**src/fpi_pkg.sv**
```systemverilog
package fpi_pkg;
  localparam int CNT_W = 16;
  localparam int VAL_W = 16;
  localparam int DIV_W = 16;
  localparam int DUR_W = 8;
  localparam int SEC_W = 24;
  localparam int WIN_MAX = 8;
  localparam int WIN_W = 4;
  localparam int SYNC_STAGES = 3;
  localparam int SEC_TIME_MS = 1000;
  localparam int CLK_PERIOD_NS = 100;
  localparam int SEC_CYC_I = SEC_TIME_MS * 1000000 / CLK_PERIOD_NS;
  localparam logic [SEC_W-1:0] SEC_CYC = SEC_W'(SEC_CYC_I);
  localparam logic [CNT_W-1:0] CNT_RST = 16'h0000;
  localparam logic [WIN_MAX-1:0] HIST_RST = 8'h00;
  localparam logic [1:0] CONTACT_RST = 2'h0;
  localparam int PIN_ODD = 1;
  localparam int PIN_EVEN = 0;

  typedef enum logic [1:0] {FN_OFF, FN_UNI, FN_BI} fpi_func_t;
  typedef enum logic [1:0] {PC_PULSE_DIR, PC_FWD_REV, PC_QUAD} fpi_pincfg_t;
  typedef enum logic {TS_IDLE, TS_FIRED} fpi_trig_t;
endpackage : fpi_pkg

```
**src/fpi_core.sv**
```systemverilog
`timescale 1ns/100ps
module fpi_core #(
  parameter logic [fpi_pkg::SEC_W-1:0] SEC_CYC = fpi_pkg::SEC_CYC
) (
  // clock and reset
  input wire logic mclk_in,
  input wire logic rst_in,
  // flow pins, high = closed
  input wire logic pin_odd_in,
  input wire logic pin_even_in,
  // flow configuration
  input wire fpi_pkg::fpi_func_t odd_func_in,
  input wire logic even_uni_in,
  input wire fpi_pkg::fpi_pincfg_t pin_cfg_in,
  input wire logic store_indep_in,
  input wire logic [fpi_pkg::DIV_W-1:0] sample_div_in,
  input wire logic log_tick_in,
  // flow results
  output logic [fpi_pkg::CNT_W-1:0] fwd_count_out,
  output logic [fpi_pkg::CNT_W-1:0] rev_count_out,
  output logic [fpi_pkg::CNT_W:0] net_count_out,
  output logic [fpi_pkg::CNT_W-1:0] even_count_out,
  output logic indep_out,
  output logic result_valid_out,
  // trigger configuration and channel value
  input wire logic trig_en_in,
  input wire logic [fpi_pkg::VAL_W-1:0] chan_value_in,
  input wire logic value_valid_in,
  input wire logic [fpi_pkg::VAL_W-1:0] thr_a_in,
  input wire logic [fpi_pkg::WIN_W-1:0] cnt_c_in,
  input wire logic [fpi_pkg::WIN_W-1:0] win_d_in,
  input wire logic [fpi_pkg::VAL_W-1:0] hyst_in,
  input wire logic out_sel_in,
  input wire logic [fpi_pkg::DUR_W-1:0] dur_y_in,
  // status contacts, high = closed
  output logic [1:0] contact_out,
  output logic trig_active_out
);
  ////////////////////////////////////////////////////////////////////////////
  // decoding helpers
  function automatic logic [1:0] quad_step(input logic [1:0] prv, input logic [1:0] cur);
    // bit1 forward, bit0 reverse
    case ({prv, cur})
      4'h1, 4'h7, 4'he, 4'h8: quad_step = 2'h2;
      4'h2, 4'hb, 4'hd, 4'h4: quad_step = 2'h1;
      default: quad_step = 2'h0;
    endcase
  endfunction : quad_step

  function automatic logic [fpi_pkg::WIN_W-1:0] win_count(
    input logic [fpi_pkg::WIN_MAX-1:0] hist, input logic [fpi_pkg::WIN_W-1:0] d);
    logic [fpi_pkg::WIN_W-1:0] n;
    n = '0;
    for (int i = 0; i < fpi_pkg::WIN_MAX; i++) begin
      if (i < int'(d) && hist[i]) begin
        n = n + 4'h1;
      end
    end
    win_count = n;
  endfunction : win_count

  ////////////////////////////////////////////////////////////////////////////
  // pin synchronisers
  logic [1:0] pin_raw;
  logic [1:0] pin_lvl;
  assign pin_raw = {pin_odd_in, pin_even_in};

  for (genvar g = 0; g < 2; g++) begin : g_sync
    fpi_sync u_sync (
      .mclk_in(mclk_in),
      .rst_in(rst_in),
      .pin_in(pin_raw[g]),
      .level_out(pin_lvl[g])
    );
  end

  ////////////////////////////////////////////////////////////////////////////
  // sampling interval
  logic [fpi_pkg::DIV_W-1:0] div_cnt_r;
  logic samp_en_r;

  always_ff @(posedge mclk_in) begin
    if (rst_in) begin
      div_cnt_r <= '0;
      samp_en_r <= 1'b0;
    end else if (div_cnt_r == '0) begin
      div_cnt_r <= sample_div_in;
      samp_en_r <= 1'b1;
    end else begin
      div_cnt_r <= div_cnt_r - 16'h0001;
      samp_en_r <= 1'b0;
    end
  end

  ////////////////////////////////////////////////////////////////////////////
  // sampled levels and transitions
  logic [1:0] samp_r;
  logic [1:0] rise;

  always_ff @(posedge mclk_in) begin
    if (rst_in) begin
      samp_r <= 2'h0;
    end else if (samp_en_r) begin
      samp_r <= pin_lvl;
    end
  end

  assign rise = samp_en_r ? (pin_lvl & ~samp_r) : 2'h0;

  ////////////////////////////////////////////////////////////////////////////
  // pin ownership and count increments
  logic even_claimed;
  logic even_uni_act;
  logic [1:0] qstep;
  logic fwd_inc;
  logic rev_inc;
  logic even_inc;

  assign even_claimed = (odd_func_in == fpi_pkg::FN_BI);
  assign even_uni_act = even_uni_in && !even_claimed;
  assign qstep = samp_en_r ? quad_step(samp_r, pin_lvl) : 2'h0;

  always_comb begin
    fwd_inc = 1'b0;
    rev_inc = 1'b0;
    case (odd_func_in)
      fpi_pkg::FN_UNI: begin
        fwd_inc = rise[fpi_pkg::PIN_ODD];
      end
      fpi_pkg::FN_BI: begin
        case (pin_cfg_in)
          fpi_pkg::PC_PULSE_DIR: begin
            fwd_inc = rise[fpi_pkg::PIN_ODD] && !pin_lvl[fpi_pkg::PIN_EVEN];
            rev_inc = rise[fpi_pkg::PIN_ODD] && pin_lvl[fpi_pkg::PIN_EVEN];
          end
          fpi_pkg::PC_FWD_REV: begin
            fwd_inc = rise[fpi_pkg::PIN_ODD];
            rev_inc = rise[fpi_pkg::PIN_EVEN];
          end
          fpi_pkg::PC_QUAD: begin
            fwd_inc = qstep[1];
            rev_inc = qstep[0];
          end
          default: begin
            fwd_inc = 1'b0;
          end
        endcase
      end
      default: begin
        fwd_inc = 1'b0;
      end
    endcase
  end

  assign even_inc = even_uni_act && rise[fpi_pkg::PIN_EVEN];

  ////////////////////////////////////////////////////////////////////////////
  // per-period counters
  logic [fpi_pkg::CNT_W-1:0] fwd_r;
  logic [fpi_pkg::CNT_W-1:0] rev_r;
  logic [fpi_pkg::CNT_W-1:0] even_r;
  logic [fpi_pkg::CNT_W-1:0] fwd_nxt;
  logic [fpi_pkg::CNT_W-1:0] rev_nxt;
  logic [fpi_pkg::CNT_W-1:0] even_nxt;

  assign fwd_nxt = fwd_r + {15'h0000, fwd_inc};
  assign rev_nxt = rev_r + {15'h0000, rev_inc};
  assign even_nxt = even_r + {15'h0000, even_inc};

  // a pulse on the boundary cycle opens the new period
  always_ff @(posedge mclk_in) begin
    if (rst_in) begin
      fwd_r <= fpi_pkg::CNT_RST;
      rev_r <= fpi_pkg::CNT_RST;
      even_r <= fpi_pkg::CNT_RST;
    end else if (log_tick_in) begin
      fwd_r <= {15'h0000, fwd_inc};
      rev_r <= {15'h0000, rev_inc};
      even_r <= {15'h0000, even_inc};
    end else begin
      fwd_r <= fwd_nxt;
      rev_r <= rev_nxt;
      even_r <= even_nxt;
    end
  end

  always_ff @(posedge mclk_in) begin
    if (rst_in) begin
      fwd_count_out <= fpi_pkg::CNT_RST;
      rev_count_out <= fpi_pkg::CNT_RST;
      net_count_out <= '0;
      even_count_out <= fpi_pkg::CNT_RST;
      indep_out <= 1'b0;
      result_valid_out <= 1'b0;
    end else begin
      result_valid_out <= log_tick_in;
      if (log_tick_in) begin
        fwd_count_out <= fwd_r;
        rev_count_out <= rev_r;
        net_count_out <= {1'b0, fwd_r} - {1'b0, rev_r};
        even_count_out <= even_r;
        indep_out <= store_indep_in && (odd_func_in == fpi_pkg::FN_BI)
          && (pin_cfg_in == fpi_pkg::PC_PULSE_DIR);
      end
    end
  end

  ////////////////////////////////////////////////////////////////////////////
  // trigger evaluation
  fpi_pkg::fpi_trig_t trig_r;
  logic [fpi_pkg::WIN_MAX-1:0] hist_r;
  logic [fpi_pkg::WIN_MAX-1:0] hist_nxt;
  logic [fpi_pkg::VAL_W-1:0] clr_lvl;
  logic fire;

  assign hist_nxt = {hist_r[fpi_pkg::WIN_MAX-2:0], chan_value_in > thr_a_in};
  assign clr_lvl = (thr_a_in > hyst_in) ? thr_a_in - hyst_in : '0;
  assign fire = trig_en_in && value_valid_in && (trig_r == fpi_pkg::TS_IDLE)
    && (cnt_c_in != '0) && (win_count(hist_nxt, win_d_in) >= cnt_c_in);

  always_ff @(posedge mclk_in) begin
    if (rst_in) begin
      hist_r <= fpi_pkg::HIST_RST;
    end else if (value_valid_in) begin
      hist_r <= hist_nxt;
    end
  end

  always_ff @(posedge mclk_in) begin
    if (rst_in) begin
      trig_r <= fpi_pkg::TS_IDLE;
    end else begin
      case (trig_r)
        fpi_pkg::TS_IDLE: begin
          if (fire) begin
            trig_r <= fpi_pkg::TS_FIRED;
          end
        end
        fpi_pkg::TS_FIRED: begin
          if (!trig_en_in || (value_valid_in && chan_value_in <= clr_lvl)) begin
            trig_r <= fpi_pkg::TS_IDLE;
          end
        end
        default: begin
          trig_r <= fpi_pkg::TS_IDLE;
        end
      endcase
    end
  end

  ////////////////////////////////////////////////////////////////////////////
  // output action timer
  logic [fpi_pkg::SEC_W-1:0] sec_cnt_r;
  logic [fpi_pkg::DUR_W-1:0] sec_left_r;
  logic sel_r;
  logic sec_end;

  assign sec_end = (sec_cnt_r == SEC_CYC - 24'h000001);

  always_ff @(posedge mclk_in) begin
    if (rst_in) begin
      sec_cnt_r <= '0;
      sec_left_r <= '0;
      sel_r <= 1'b0;
    end else if (fire) begin
      sec_cnt_r <= '0;
      sec_left_r <= dur_y_in;
      sel_r <= out_sel_in;
    end else if (sec_left_r != '0) begin
      if (sec_end) begin
        sec_cnt_r <= '0;
        sec_left_r <= sec_left_r - 8'h01;
      end else begin
        sec_cnt_r <= sec_cnt_r + 24'h000001;
      end
    end
  end

  always_ff @(posedge mclk_in) begin
    if (rst_in) begin
      contact_out <= fpi_pkg::CONTACT_RST;
      trig_active_out <= 1'b0;
    end else begin
      trig_active_out <= (trig_r == fpi_pkg::TS_FIRED);
      contact_out[0] <= (sec_left_r != '0) && !sel_r;
      contact_out[1] <= (sec_left_r != '0) && sel_r;
    end
  end

  ////////////////////////////////////////////////////////////////////////////
  // checks
  fwd_pulse_a: assert property (@(posedge mclk_in) disable iff (rst_in)
    (odd_func_in == fpi_pkg::FN_UNI && rise[1] && !log_tick_in)
      |=> fwd_r == $past(fwd_r) + 16'h0001)
    else $error("uni pulse not counted");
  even_claim_a: assert property (@(posedge mclk_in) disable iff (rst_in)
    (even_claimed && !log_tick_in) |=> even_r == $past(even_r))
    else $error("claimed even pin counted alone");
  samp_space_a: assert property (@(posedge mclk_in) disable iff (rst_in)
    (samp_en_r && sample_div_in != '0) |=> !samp_en_r)
    else $error("sample enables too close");
  samp_hold_a: assert property (@(posedge mclk_in) disable iff (rst_in)
    !samp_en_r |=> samp_r == $past(samp_r))
    else $error("sampled level moved off enable");
  // forward step 00 -> 01, code is {odd, even}
  quad_fwd_a: assert property (@(posedge mclk_in) disable iff (rst_in)
    (odd_func_in == fpi_pkg::FN_BI && pin_cfg_in == fpi_pkg::PC_QUAD && samp_en_r
      && samp_r == 2'h0 && pin_lvl == 2'h1) |-> fwd_inc && !rev_inc)
    else $error("quadrature forward step missed");

  dir_rev_a: assert property (@(posedge mclk_in) disable iff (rst_in)
    (odd_func_in == fpi_pkg::FN_BI && pin_cfg_in == fpi_pkg::PC_PULSE_DIR
      && rise[1] && pin_lvl[0] && !log_tick_in) |=> rev_r == $past(rev_r) + 16'h0001)
    else $error("reverse pulse not counted");

  handover_a: assert property (@(posedge mclk_in) disable iff (rst_in)
    log_tick_in |=> fwd_count_out == $past(fwd_r) && fwd_r == {15'h0000, $past(fwd_inc)}
      && result_valid_out)
    else $error("boundary lost counts");

  fire_out_a: assert property (@(posedge mclk_in) disable iff (rst_in)
    (fire && dur_y_in != '0) |=> ##1 (contact_out[$past(out_sel_in, 2)] && trig_active_out))
    else $error("fired trigger did not close contact");

  fire_cond_a: assert property (@(posedge mclk_in) disable iff (rst_in)
    $rose(trig_r == fpi_pkg::TS_FIRED) |-> $past(value_valid_in && trig_en_in))
    else $error("trigger fired without a sample");

  contact_end_a: assert property (@(posedge mclk_in) disable iff (rst_in)
    (sec_left_r == 8'h01 && sec_end && !fire) |=> ##1 contact_out == 2'h0)
    else $error("contact held past duration");

  quad_cov_c: cover property (@(posedge mclk_in) disable iff (rst_in)
    pin_cfg_in == fpi_pkg::PC_QUAD && qstep == 2'h1);
  fire_cov_c: cover property (@(posedge mclk_in) disable iff (rst_in) fire);
  edge_tick_c: cover property (@(posedge mclk_in) disable iff (rst_in)
    log_tick_in && fwd_inc);
endmodule : fpi_core

```
**src/fpi_sync.sv**
```systemverilog
`timescale 1ns/100ps
module fpi_sync (
  // clock and reset
  input wire logic mclk_in,
  input wire logic rst_in,
  // raw pin and settled level
  input wire logic pin_in,
  output logic level_out
);
  logic [fpi_pkg::SYNC_STAGES-1:0] chain_r;

  always_ff @(posedge mclk_in) begin
    if (rst_in) begin
      chain_r <= '0;
    end else begin
      chain_r <= {chain_r[fpi_pkg::SYNC_STAGES-2:0], pin_in};
    end
  end

  // level moves only when stages two and three agree
  always_ff @(posedge mclk_in) begin
    if (rst_in) begin
      level_out <= 1'b0;
    end else if (chain_r[1] == chain_r[2]) begin
      level_out <= chain_r[2];
    end
  end
endmodule : fpi_sync

```
**config.mk**
```make
export PLATFORM = sky130hd
export DESIGN_NAME = fpi_core
export DESIGN_NICKNAME = d
export VERILOG_FILES = /design/src/fpi_pkg.sv /design/src/fpi_core.sv /design/src/fpi_sync.sv
export SDC_FILE = /design/constraint.sdc
export NUM_CORES = 1
export LEC_CHECK = 0
export BUFFER_PORTS_ARGS = -buffer_cell sky130_fd_sc_hd__buf_4
export CAP_MARGIN = 25
export CORE_AREA = 2 2 171 173
export CTS_CLUSTER_SIZE = 20
export DETAILED_ROUTE_END_ITERATION = 6
export DIE_AREA = 0 0 173 175
export PLACE_DENSITY = 0.56
export SLEW_MARGIN = 20
export SYNTH_ARGS = -nofsm -noshare
export SYNTH_HDL_FRONTEND = slang
export SYNTH_SLANG_ARGS = --single-unit
```
**constraint.sdc**
```tcl
create_clock -name mclk_in -period 7 [get_ports mclk_in]
set_clock_uncertainty 0.1 [all_clocks]
set_input_delay 0 -clock mclk_in [delete_from_list [all_inputs] [get_ports mclk_in]]
set_output_delay 0 -clock mclk_in [all_outputs]
set_load 0.1 [all_outputs]
```
==> summary.md, run 1 <==
| Metric | Value |
|---|---|
| CTS Root Cell | `clkbuf_16` |
| Status | `complete, no violations` |
| DRT antenna net count | `0` |
| Fillers | `2825` |
| I/O pin cnt | `164` |
| Final worst slack | `479 ps` |
| Worst vdd ir | `0.155 mV` |
| H-tree lvl count | `4` |
| Share of layout cells above drive strength 1 | `14.9%` |
| Setup TNS | `0 ps` |
| Storage cell area | `3720 sq um` |
| Multi-input logic area | `6390 sq um` |
| CP max stage delay | `550 ps` |
| DR DRC count | `0` |
| Num CTS Buffers | `17` |
| Commonest non-fill, non-tap cell in the layout | `dfxtp_1` |
| Unrepaired setup endpoints after global routing | `false` |
| Placed cells | `1749` |
| Number of setup buffers added after CTS | `0` |
| Drt pass-1 iters | `5` |
| Initial Util | `37.4%` |
| Yosys cell types | `74` |
| Fmax | `0.153 GHz` |
| # setup viols final | `0` |
| Synthesis-stage register bit count | `186` |
| Die ar. | `30300 sq um` |
| Power per cell area | `202 nW/um^2` |
| Required time worst endpoint | `7270 ps` |
| Largest net degree at the start of global routing | `69` |
| Routed length per instance | `14.5 microns` |
| Final period util | `93.2%` |
| Yosys warns | `0` |
| Syn avg cell area | `8.53 sq um` |
| Synthesis-to-finish area growth | `24.6%` |
| Leakage | `5.72 nW` |
| Vias post-DR | `9086` |
| Vias in the first global route | `8552` |
| R2R setup slack | `1240 ps` |
| Setup crit end kind | `flop` |
| Ys async rst share | `0%` |
| Worst path most repeated cell | `ha_1` |
| Die width | `173 microns` |
| Hold Crit Class | `input pin to flop` |
| Worst path arrival time | `6800 ps` |
| GRT overflow | `0` |
| Via/cell ratio | `4.97` |
| Final nets | `1618` |
| Design area | `13200 sq um` |
| Max Cap Violations | `0` |
| Synthesized net count | `1431` |
| Initial antenna violation count | `2` |
| EDFF count, synth | `0` |
| Min Tclk post-route | `6520 ps` |
| CORE AREA | `28400 sq um` |
| Clock tree buffer depth | `2` |
| Final RePlAce weighted congestion | `0.867` |
| CTS tree | `built` |
| CP Class | `input pin to flop` |
| Seq/Total Area, Yosys | `35.0%` |
| Max-slew violation count | `0` |
| Most frequent cells in the layout | `dfxtp_1, nor2_1, buf_4, ha_1, inv_1` |
| Total global-route track usage | `17.5%` |
| Pre-CTS worst setup slack | `352 ps` |
| WP buf/inv | `3` |
| Synth Instances | `1245` |
| Slew @ Worst Pin | `780 ps` |
| Worst-skew pair later-pin latency | `430 ps` |
| Die height | `175 microns` |
| # rows | `62` |
| Top Family by Delay on Critical Path | `compound AO/OA/AOI/OAI gates` |
| First-pass GRT wire length | `43600 microns` |
| Worst hold margin | `56.2 ps` |
| Cell Area, Synth | `10600 sq um` |
| Top_reg_cell synth | `dfxtp_1` |
| Hpwl dp | `20100 microns` |
| Worst path slowest cell | `dlygate4sd3_1` |
| Startpoint Class | `input pin` |
| Placed inst area | `12200 sq um` |
| Initial DRC count | `379` |
| Worst-path clk slew | `80 ps` |
| Slew margin rel. | `47.8%` |
| Final Hold Fails | `0` |
| Post-Layout Cell Count | `1829` |
| Final wirelength | `26600 microns` |
| CP max FO | `15` |
| CTS Sinks | `186` |
| IO buf count | `163` |
[power by group]
group	internal (mW)	leakage, nW	total [mW]	switching (mW)
sequential	1.11	1.50	1.15	0.0419
clock	0.506	0.277	0.964	0.458
combinational	0.262	3.94	0.564	0.302
[cell families (layout without fill, tap and decap cells)]
logic type | after synthesis | count (layout) | synth area share (%)
simple gates | 457 | 457 | 21.1
compound gates | 198 | 198 | 12.1
flops | 186 | 186 | 35.0
buf+inv | 133 | 332 | 4.88
xor+xnor | 112 | 112 | 9.50
fa+ha+maj | 92 | 92 | 11.0
mux | 67 | 67 | 6.36
other cells | 0 | 1 | 0
[routing by layer]
metal / global-route usage, % / vias to the layer above / part of all wire [%]
met2: 27.8 / 156 / 44
met4: 3.50 / 2 / 1.0
met3: 3.50 / 21 / 4.1
met5: 0 / - / 0.049
met1: 24.8 / 4214 / 51
li1: - / 4693 / -
[synthesized netlist by cell type (4+ instances only)]
cell,number,share of area [%]
mux2i_1,63,5.9
nor2_1,181,6.4
clkbuf_1,31,1.1
and3_1,12,0.71
and4_1,10,0.82
inv_1,84,3.0
o21ai_0,35,1.6
o211ai_1,4,0.28
nor4_1,9,0.53
o41ai_1,4,0.33
nor2b_1,16,0.94
or3_1,15,0.88
and2_1,10,0.59
nand3_1,46,2.2
o21a_1,9,0.64
a21o_1,13,0.92
dfxtp_1,186,35
o21ai_1,10,0.47
o211a_1,4,0.38
a21oi_1,56,2.6
nand3b_1,4,0.28
xnor2_1,61,5.0
ha_1,90,11
mux2_2,4,0.42
nand2_1,70,2.5
xor2_1,49,4.0
nand4_1,23,1.4
a22o_1,7,0.58
buf_1,12,0.42
nand2b_1,12,0.71
nor3_1,23,1.1
a211oi_1,22,1.6
[worst register-to-register path, cell delays in order, from the launching register on]
cell and delay, ps:
dfxtp_1 320, nand2b_1 120, inv_1 80, ha_1 350, xnor2_1 190, ha_1 310, nor2_1 50, a31oi_1 260
xor2_1 220, a21oi_1 110, ha_1 280, and2_1 130, a221o_1 280, mux2_2 290, ha_1 290, mux2_2 270
ha_1 280, a21o_1 150, a21o_1 160, a21oi_1 210, nor3_2 60, buf_4 220, a211o_1 280, a21oi_1 130
dlygate4sd3_1 550
[per-stage QoR]
stage	util [%]	power, mW
floorplan	-	1.57
global placement	42.9	1.71
detailed placement	42.9	1.71
CTS	46.6	2.71
global route	46.6	2.83
finish	46.6	2.68
[state kept, by name, summed over array words and instances, names as in the netlist]
signal / cells
samp_en_r: 1
net_count_out: 17
div_cnt_r: 16
fwd_r: 16
even_r: 16
trig_r: 1
sel_r: 1
sec_left_r: 8
rev_count_out: 16
g_sync.u_sync.chain_r: 6
hist_r: 7
samp_r: 2
even_count_out: 16
indep_out: 1
fwd_count_out: 16
contact_out: 2
trig_active_out: 1
rev_r: 16
g_sync.u_sync.level_out: 2
sec_cnt_r: 24
result_valid_out: 1
[layout make-up]
type | count | area share (%)
timing repair buffer | 216 | 13.1
clock inverter | 14 | 1.19
multi-input combinational | 926 | 48.3
antenna | 1 | 0.0189
inverter | 85 | 2.41
tap | 384 | 3.63
sequential | 186 | 28.1
clock buffer | 17 | 3.21
[worst paths after layout]
check                               from                     endpoint  cells after the start
max                    chan_value_in[11]                sec_left_r[1]                     30
min reg2reg  g_sync[0].u_sync.chain_r[0]  g_sync[0].u_sync.chain_r[1]                      1
max reg2reg                    hist_r[0]                sec_left_r[1]                     24
min                       odd_func_in[0]                     fwd_r[0]                      5
[what timing repair did]
item,4_1_cts,5_1_grt
endpoints found under the hold margin,59,0
hold buffers,47,0
gates resized for setup,0,0
(Power assumes the default switching activity.)
==> run 2: changes to the inputs <==
--- a/config.mk
+++ b/config.mk
@@ -11,6 +11,7 @@
 export CTS_CLUSTER_SIZE = 20
 export DETAILED_ROUTE_END_ITERATION = 6
 export DIE_AREA = 0 0 173 175
+export GPL_TIMING_DRIVEN = 0
 export PLACE_DENSITY = 0.56
 export SLEW_MARGIN = 20
 export SYNTH_ARGS = -nofsm -noshare
==> run 2 against run 1 <==
Against the previous run:
- die area did not move
- via count up 0.91%
- largest cell class unchanged
- clock power up 6%
==> summary.md, run 2 (synthesis gave the netlist of run 1 again) <==
| Metric | Value |
|---|---|
| Share of layout cells above drive strength 1 | `14.4% (-0.53 points)` |
| Num CTS Buffers | `17 (unchanged)` |
| Setup crit end kind | `flop` |
| CTS tree | `built` |
| Top Family by Delay on Critical Path | `simple AND/OR/NAND/NOR gates` |
| First-pass GRT wire length | `46100 microns (+5.7%)` |
| Final period util | `90.3% (-2.9 points)` |
| Vias post-DR | `9169 (+0.91%)` |
| Final wirelength | `28300 microns (+6.2%)` |
| Min Tclk post-route | `6320 ps (-200 ps)` |
| Routed length per instance | `15.2 microns (+4.7%)` |
| Placed inst area | `12300 sq um (+0.98%)` |
| WP buf/inv | `2 (-1)` |
| Power Internal | `1.92 mW (+2.2%)` |
| Combinational Power Share | `20.9% (-0.2 points)` |
| PnR Total Power | `2.75 mW (+2.5%)` |
| # rows | `62 (unchanged)` |
| H-tree lvl count | `4 (unchanged)` |
| Final RePlAce weighted congestion | `0.869 (+0.23%)` |
| Leakage | `5.69 nW (-0.55%)` |
| Worst vdd ir | `0.161 mV (+3.5%)` |
| # setup viols final | `0 (unchanged)` |
| Final Hold Fails | `0 (unchanged)` |
| Final nets | `1642 (+1.5%)` |
| Initial antenna violation count | `3 (+1)` |
| Worst path arrival time | `6600 ps (-200 ps)` |
| Fmax | `0.158 GHz (+3.2%)` |
| Hold Crit Class | `input pin to flop` |
| Clock network fraction of total power | `37.2% (+1.2 points)` |
| Slew @ Worst Pin | `866 ps (+85.5 ps)` |
| Startpoint Class | `input pin` |
| Largest registers | `sec_cnt_r: 24 flops, net_count_out: 17 flops` |
| CP max FO | `10 (-5)` |
| Net Switching | `828 uW (+3.3%)` |
| CTS Root Cell | `clkbuf_16` |
| Die ar. | `30300 sq um (unchanged)` |
| Largest net degree at the start of global routing | `19 (-72%)` |
| Via/cell ratio | `4.94 (-0.50%)` |
| Drt pass-1 iters | `5 (unchanged)` |
| Total global-route track usage | `18.8% (+1.3 points)` |
| Clock tree buffer depth | `2 (unchanged)` |
| Commonest non-fill, non-tap cell in the layout | `dfxtp_1` |
| Most frequent cells in the layout | `dfxtp_1, nor2_1, buf_4, ha_1, inv_1` |
| Design area | `13300 sq um (+0.20%)` |
| Net Sw Frac | `30.2% (+0.21 points)` |
| CP max stage delay | `420 ps (-130 ps)` |
| Die height | `175 microns (unchanged)` |
| Initial Util | `37.4% (unchanged)` |
| Sequential share of power | `41.9% (-1.0 points)` |
| CP Class | `input pin to flop` |
| IO buf count | `158 (-3.1%)` |
| Required time worst endpoint | `7280 ps (about the same)` |
| CTS Sinks | `186 (unchanged)` |
| Worst-skew pair later-pin latency | `440 ps (about the same)` |
| I/O pin cnt | `164 (unchanged)` |
| Initial DRC count | `444 (+17%)` |
| Vias in the first global route | `8977 (+5.0%)` |
| Unrepaired setup endpoints after global routing | `false` |
| DRT antenna net count | `0 (unchanged)` |
| Hpwl dp | `21700 microns (+8.1%)` |
| Worst hold margin | `15.5 ps (-40.7 ps)` |
| Slew margin rel. | `42.3% (-5.5 points)` |
| Status | `complete, no violations` |
| Max-slew violation count | `0 (unchanged)` |
| Worst path slowest cell | `or3_1` |
| Worst path most repeated cell | `ha_1` |
| Worst-path clk slew | `70 ps (about the same)` |
| Max Cap Violations | `0 (unchanged)` |
| Power per cell area | `207 nW/um^2 (+2.3%)` |
| Synthesis-to-finish area growth | `24.8%` |
| GRT overflow | `0 (unchanged)` |
| Die width | `173 microns (unchanged)` |
| DR DRC count | `0 (unchanged)` |
| Most flop-heavy register | `sec_cnt_r` |
| Largest register FFs | `24 (unchanged)` |
| CORE AREA | `28400 sq um (unchanged)` |
run 2: cell types whose count changed in the layout (fill, tap and decap cells not counted), moves of 2 or more:
cell	delta
buf_4	-11
buf_1	+12
buf_2	+3
dlygate4sd3_1	-13
buf_6	+2
clkbuf_1	+30
run 2: final timing paths:
check	startpoint	to	slack (ps)	cells past startpoint
hold / removal	value_valid_in	hist_r[3]	20	3
setup / recovery	chan_value_in[11]	sec_cnt_r[7]	680	29
setup reg to reg	hist_r[0]	sec_cnt_r[7]	1450	23
hold reg to reg	g_sync[0].u_sync.chain_r[0]	g_sync[0].u_sync.chain_r[1]	340	1
run 2: layout make-up:
| class | instances | area, sq um |
|---|---|---|
| Fill cell | 2792 | 15100 |
| Multi-Input combinational cell | 926 | 6390 |
| Sequential cell | 186 | 3720 |
| Timing Repair Buffer | 192 | 1530 |
| Tap cell | 384 | 480 |
| Clock buffer | 18 | 439 |
| Inverter | 85 | 319 |
| Buffer | 48 | 200 |
| Clock inverter | 14 | 180 |
| Antenna cell | 2 | 5.00 |
run 2: per-stage QoR:
step	setup TNS, ps	worst slack (ps)	std cells	util [%]
detailed placement	-4430	-319	1787	43.3
finish	0	679	1855	46.7
floorplan	0	969	1245	-
global placement	-4360	-289	1787	43.3
CTS	0	148	1853	46.7
global route	0	118	1854	46.7
run 2: power groups by stage:
| stage | registers [mW] | clock network (mW) | logic (mW) |
|---|---|---|---|
| after global routing | 1.16 | 1.08 | 0.640 |
| after floorplan | 1.18 | 0 | 0.392 |
| final | 1.15 | 1.02 | 0.574 |
| after detailed placement | 1.17 | 0 | 0.554 |
| after global placement | 1.17 | 0 | 0.547 |
| after CTS | 1.15 | 1.04 | 0.574 |
run 2: worst reg2reg max path, stage by stage (launching register included):
cell	delay (ps)
dfxtp_1	330
nand2b_1	130
inv_1	80
ha_1	350
xnor2_1	190
ha_1	310
nor2_1	50
a31oi_1	270
xor2_1	210
a21oi_1	90
ha_1	280
and2_1	130
a221o_1	290
mux2_2	290
ha_1	280
mux2_2	270
ha_1	270
a21o_1	150
a21o_1	160
a21oi_1	260
nor3_2	150
or3_1	420
clkbuf_1	270
nor2_1	160
run 2: what timing repair did:
item | in CTS | in global routing
resized for setup | 0 | 3
endpoints found under the setup margin | 0 | 30
hold buffers | 34 | 0
setup buffers | 0 | 0
hold endpoints to repair | 32 | 0
run 2: routing by layer:
| metal | part of all wire, % | vias to the layer above | GRT usage, % |
|---|---|---|---|
| li1 | - | 4742 | - |
| met1 | 50 | 4239 | 26.2 |
| met2 | 44 | 154 | 29.5 |
| met3 | 4.5 | 32 | 4.44 |
| met4 | 1.6 | 2 | 4.45 |
| met5 | 0.028 | - | 0 |
